[config.mk]
export PLATFORM = sky130hd
export DESIGN_NAME = adc_conversion_host_interface
export DESIGN_NICKNAME = d
export VERILOG_FILES = /design/src/core/adc_ctl_pkg.sv /design/src/core/adc_conversion_host_interface.sv
export SDC_FILE = /design/constraint.sdc
export NUM_CORES = 1
export LEC_CHECK = 0
export BUFFER_PORTS_ARGS = -buffer_cell sky130_fd_sc_hd__buf_2
export CORE_MARGIN = 10
export CORE_UTILIZATION = 52
export DETAILED_ROUTE_END_ITERATION = 8
export PLACE_DENSITY_LB_ADDON = 0.08
export SLEW_MARGIN = 30
export SYNTH_ARGS = -nofsm -noshare
export SYNTH_HDL_FRONTEND = slang
export SYNTH_SLANG_ARGS = --single-unit
export TNS_END_PERCENT = 10
[constraint.sdc]
create_clock -name core_clk_in -period 1.7 [get_ports core_clk_in]
set_clock_uncertainty 0.05 [all_clocks]
set_input_delay 0.17 -clock core_clk_in [delete_from_list [all_inputs] [get_ports core_clk_in]]
set_output_delay 0.17 -clock core_clk_in [all_outputs]
set_load 0.02 [all_outputs]
[src/core/adc_ctl_pkg.sv]
package adc_ctl_pkg;
  // ****************************************
  // Sizes and counts
  // ****************************************
  localparam int unsigned DATA_W       = 8;
  localparam int unsigned CONV_CYCLES  = 8;
  localparam int unsigned CNT_W        = 4;
  localparam logic [7:0]  RESULT_RST   = 8'h00;
  localparam logic [3:0]  CNT_RST      = 4'h0;

  // ****************************************
  // Conversion states
  // ****************************************
  typedef enum logic [1:0] {
    IDLE    = 2'b00,
    CONVERT = 2'b01,
    LATCH   = 2'b11
  } conv_state_t;
endpackage

[src/core/adc_conversion_host_interface.sv]
`timescale 1ns/100ps
// Notes on behaviour
// - Trigger held high selects read-start mode; select and read start conversion.
// - Timed mode: trigger falling edge starts conversion, puts sample-hold in hold.
// - Busy low throughout conversion; rises at end; tracking resumes then.
// - Read drives result; interrupt cleared on rising select or read.
// - Read-start mode: busy falls after select and read go low.
// - Read-start mode samples input on read falling edge with select low.
// - Busy rise presents the new result; host completes the read.
// - During read-started conversion the previous result is on the bus.
// - Conversion lasts eight conversion clocks; result moves to output latch.
// - Interrupt driven low at the end of each conversion.
// - Conversion clock ignored once conversion completes.
module adc_conversion_host_interface
  import adc_ctl_pkg::*;
#(
  parameter int unsigned CONV_LEN = CONV_CYCLES
) (
  // Clock, reset, enable
  input  wire logic              core_clk_in,
  input  wire logic              srst_in,
  input  wire logic              clk_en_in,
  // Host bus
  input  wire logic              chip_select_n_in,
  input  wire logic              read_n_in,
  input  wire logic              conversion_trigger_n_in,
  output logic [DATA_W-1:0]      data_out,
  output logic [DATA_W-1:0]      data_oe_n_out,
  output logic                   busy_n_out,
  output logic                   int_n_out,
  // Converter core
  input  wire logic              conv_clk_in,
  input  wire logic              comparator_in,
  output logic                   hold_out,
  output logic [DATA_W-1:0]      dac_code_out
);

  // ****************************************
  // Edge detection of host strobes and conversion clock
  // ****************************************
  logic        cs_n_q;
  logic        rd_n_q;
  logic        trig_n_q;
  logic        cclk_q;
  logic        access;
  logic        access_fall;
  logic        access_rise;
  logic        trig_fall;
  logic        cclk_rise;
  logic        read_mode;
  conv_state_t state_r;
  logic [CNT_W-1:0]  bit_cnt_r;
  logic [DATA_W-1:0] approximation_register_r;
  logic [DATA_W-1:0] result_r;
  logic [DATA_W-1:0] trial;
  logic              start;

  always_ff @(posedge core_clk_in) begin
    if (srst_in) begin
      cs_n_q   <= 1'b1;
      rd_n_q   <= 1'b1;
      trig_n_q <= 1'b1;
      cclk_q   <= 1'b0;
    end else if (clk_en_in) begin
      cs_n_q   <= chip_select_n_in;
      rd_n_q   <= read_n_in;
      trig_n_q <= conversion_trigger_n_in;
      cclk_q   <= conv_clk_in;
    end
  end

  assign access      = !chip_select_n_in && !read_n_in;
  assign access_fall = access && (cs_n_q || rd_n_q);
  assign access_rise = !(cs_n_q || rd_n_q) && !access;
  assign trig_fall   = trig_n_q && !conversion_trigger_n_in;
  assign cclk_rise   = !cclk_q && conv_clk_in;
  // Trigger high at access start means read-start mode
  assign read_mode   = conversion_trigger_n_in && trig_n_q;
  assign start       = (state_r == IDLE) &&
                       ((access_fall && read_mode) ||
                        trig_fall);

  // ****************************************
  // Conversion sequencer
  // ****************************************
  assign trial = approximation_register_r |
                 (DATA_W'(1) << (DATA_W - 1 - bit_cnt_r[2:0]));

  always_ff @(posedge core_clk_in) begin
    if (srst_in) begin
      state_r                  <= IDLE;
      bit_cnt_r                <= CNT_RST;
      approximation_register_r <= RESULT_RST;
      result_r                 <= RESULT_RST;
    end else if (clk_en_in) begin
      case (state_r)
        IDLE: begin
          if (start) begin
            state_r   <= CONVERT;
            bit_cnt_r <= CNT_RST;
          end
        end
        CONVERT: begin
          if (cclk_rise) begin
            approximation_register_r <= comparator_in ? trial :
              (trial & ~(DATA_W'(1) << (DATA_W - 1 - bit_cnt_r[2:0])));
            bit_cnt_r <= bit_cnt_r + CNT_W'(1);
            if (bit_cnt_r == CNT_W'(CONV_LEN - 1)) begin
              state_r <= LATCH;
            end
          end
        end
        LATCH: begin
          // Latch result, clear register; clock now ignored
          result_r                 <= approximation_register_r;
          approximation_register_r <= RESULT_RST;
          state_r                  <= IDLE;
        end
        default: state_r <= IDLE;
      endcase
    end
  end

  // ****************************************
  // Status outputs and interrupt
  // ****************************************
  always_ff @(posedge core_clk_in) begin
    if (srst_in) begin
      int_n_out <= 1'b1;
    end else if (clk_en_in) begin
      if (state_r == LATCH) begin
        int_n_out <= 1'b0;
      end else if (access_rise) begin
        int_n_out <= 1'b1;
      end
    end
  end

  assign busy_n_out   = (state_r == IDLE);
  assign hold_out     = (state_r != IDLE);
  assign dac_code_out = trial;

  // ****************************************
  // Data bus
  // ****************************************
  always_ff @(posedge core_clk_in) begin
    if (srst_in) begin
      data_out <= RESULT_RST;
    end else if (clk_en_in) begin
      // Old result while busy, new one after latch
      data_out <= (state_r == LATCH) ? approximation_register_r
                                       : result_r;
    end
  end

  assign data_oe_n_out = {DATA_W{!access}};

  // ****************************************
  // Checks
  // ****************************************
  // Conversion clock rises seen in this conversion
  logic [CNT_W-1:0] rise_seen_r;

  always_ff @(posedge core_clk_in) begin
    if (srst_in) begin
      rise_seen_r <= CNT_RST;
    end else if (clk_en_in) begin
      if (state_r == IDLE) begin
        rise_seen_r <= CNT_RST;
      end else if (state_r == CONVERT && cclk_rise) begin
        rise_seen_r <= rise_seen_r + CNT_W'(1);
      end
    end
  end
endmodule

==> metrics.csv <==
stage,metric,value,unit
routing,Avg WL per Cell,15.1,µm
die,core area,2540,µm²
worst_setup_path,max incr delay on CP,0.37,ns
global_route,GRT Overall Usage,0.131,
worst_setup_path,crit path kind,reg -> out,
global_route,largest net degree at the start of global routing,25,
worst_setup_path,startpoint types,register,
timing,final slew viol count,0,
routing,Vias,1278,
hold_path,HP Class,in -> reg,
timing,RSZ-0062 raised after global routing,true,
hold_path,Worst Hold Depth,3,
pwr,PwrDens,665,nW/µm²
job,Max-Cap Viols,0,
synth,Synth Cell Area,1420,µm²
die,die height,72.3,µm
clocking,clk_lat worst skew,0.34,ns
place,Cells after DPL,227,
timing,setup ws final,-0.00250,ns
synth,Post-Synthesis Cells,172,
synth,Mapped Nets,186,
worst_setup_path,Crit path max-delay family,buffers and inverters,
final_layout,Reg area,547,µm²
routing,M1 WL,1590,µm
pwr,Power Total,1.17,mW
routing,DRT Pass-1 Iters,4,
place,port bufs,34,
routing,routed wire length,3570,µm
final_layout,Non-Filler Instances,236,
routing,metal2 WL,1630,µm
status,outcome,finished with violations,
timing,final-report hold violation count,0,
die,num ports,35,
global_route,vias in the first global route,1233,
final_layout,layout net count,221,
routing,DR vias/cell,5.42,
synth,Synth Register Bits,27,
global_route,first-pass GRT wire length,5680,µm
clocking,CTS buffer count,3,
clocking,Worst-path clk slew,0.15,ns
routing,Antenna Nets Post-Route,0,
clocking,Max Root-Sink Buffers,2,
worst_setup_path,cells along the critical path,buf_4 -> inv_2 -> ha_2 -> nand2_1 -> nand2b_1 -> buf_4,
synth,post-synthesis sequential area ratio,0.380,
final_layout,"Core Util, Final",0.690,
synth,Yosys warnings,0,
routing,Routed met3 length,307,µm
clocking,H-tree Lvls,1,
timing,fmax,587,MHz
routing,top sig layer,met4,
routing,DRT iter0 DRCs,53,
final_layout,"Design Area, Final",1760,µm²
final_layout,Area Overhead vs Synth,23.5,%
global_route,GRT overflow,0,
place,post-DP HPWL,2580,µm
place,GP Congestion,0.796,
timing,"Setup violations, final",1,
timing,Slew headroom,0.755,
timing,period utilization,1.00,
worst_setup_path,crit path max fanout,4,
final_layout,fill count,206,
worst_setup_path,"most used cell, CP",buf_4,
worst_setup_path,WP buf/inv,3,
die,Die W,72.3,µm
worst_setup_path,stages on the worst setup path,6,
status,failing checks,negative setup slack,
global_route,initial antenna violation count,0,
die,# rows,18,
pwr,Lkg Pwr,0.725,nW
place,placed cell area,1580,µm²
worst_setup_path,CP max stage cell,dfxtp_2,
synth,Synth Area per Inst,8.26,µm²
worst_setup_path,Critical Path AT,1.48,ns
clocking,clock root cell,clkbuf_4,
routing,drc violations,0,
worst_setup_path,R2R depth,4,
final_layout,layout cells sized above 1,0.350,
die,Initial Util,0.559,
clocking,clk sinks,27,
die,die area,5220,µm²
clocking,CTS tree,yes,
pwr,Worst IR Drop VDD,566,µV
worst_setup_path,endpoint class of the critical path,primary output,
timing,Slew @ Worst Pin,0.368,ns
worst_setup_path,critical path required time,1.48,ns
synth,synth unique cells,32,
final_layout,multi-input logic area,832,µm²
final_layout,Inserted Diodes,0,
timing,Period minus WS final,1.70,ns
-- state kept, by name, indices dropped and copies added, names as in the netlist --
signal	count
cs_n_q	1
cclk_q	1
rd_n_q	1
approximation_register_r	8
int_n_out	1
bit_cnt_r	4
state_r	2
data_out	8
trig_n_q	1
-- placed cells by master, fill, tap and decap left out, drive strengths merged, types with 4 or more instances in the layout --
master	instances
ha	6
nand3	4
nor2	6
dfxtp	27
o21ai	6
inv	7
a21oi	17
nand2b	11
mux2i	5
nand2	36
buf	44
or2	5
-- per-layer routing --
layer	vias to the layer above	global-route usage
met1	584	0.153
li1	651	-
met4	0	0.0409
met3	4	0.0435
met2	39	0.221
met5	-	0
-- stage by stage --
stage                     worst slack [ns]  hold WS, ns  setup TNS [ns]
after floorplan                      0.396        0.248               0
after global placement               0.243        0.353               0
after detailed placement             0.183        0.356               0
after CTS                          -0.0159      0.00585         -0.0272
after global routing               -0.0532     0.000983          -0.232
final                             -0.00250      0.00868        -0.00250
-- final timing paths --
path / startpoint / end / slack (ns)
min reg2reg: data_out[3] / data_out[3] / 0.41
max: bit_cnt_r[0] / dac_code_out[7] / -0.003
max reg2reg: state_r[1] / approximation_register_r[0] / 0.17
min: conversion_trigger_n_in / trig_n_q / 0.009
-- final cells by class --
type	instances	area share
clock buffers	3	0.0128
clock inverters	1	0.00428
inverters	7	0.0150
multi-input cells	123	0.474
flip-flops and latches	27	0.311
well taps	30	0.0214
repair buffers	45	0.161
-- synthesized netlist by cell type, drive strengths merged --
cell	count	area share
nand3	4	0.014
and3	1	0.0044
a31oi	2	0.0088
o311ai	1	0.0062
o21ai	6	0.029
o32ai	3	0.018
a31o	2	0.012
a21oi	17	0.060
nor2b	3	0.013
mux2	2	0.021
or2	5	0.024
mux2i	5	0.035
nand2b	11	0.048
o41ai	2	0.012
and2b	1	0.0053
a21o	1	0.0053
buf	13	0.062
o2111ai	1	0.018
o21a	1	0.0053
nand4	3	0.013
nand2	36	0.095
nor2	6	0.016
dfxtp	27	0.38
inv	7	0.018
ha	6	0.053
o211ai	1	0.0053
clkbuf	2	0.0053
nor3	3	0.011
-- power breakdown --
group	internal [mW]	leakage [nW]	total, mW	switching (mW)
combinational	0.0818	0.490	0.209	0.127
sequential	0.645	0.221	0.660	0.0153
clock	0.0904	0.0139	0.299	0.208
-- repair_timing --
action | 4_1_cts | 5_1_grt
hold buffers | 0 | 1
gates cloned | 0 | 0
hold endpoints to repair | 0 | 1
setup endpoints to repair | 2 | 8
resized for setup | 7 | 23
setup buffers | 2 | 2
-- worst min-delay path: stages --
cell and delay [ns]:
buf_2 0.09, mux2i_1 0.06, nand2_1 0.06
-- cells by family after synthesis --
logic type      synth area share
flops                      0.380
compound gates             0.181
simple gates               0.244
fa+ha+maj                 0.0528
buf+inv                   0.0854
mux                       0.0563
Power figures use the tool's default switching activity.
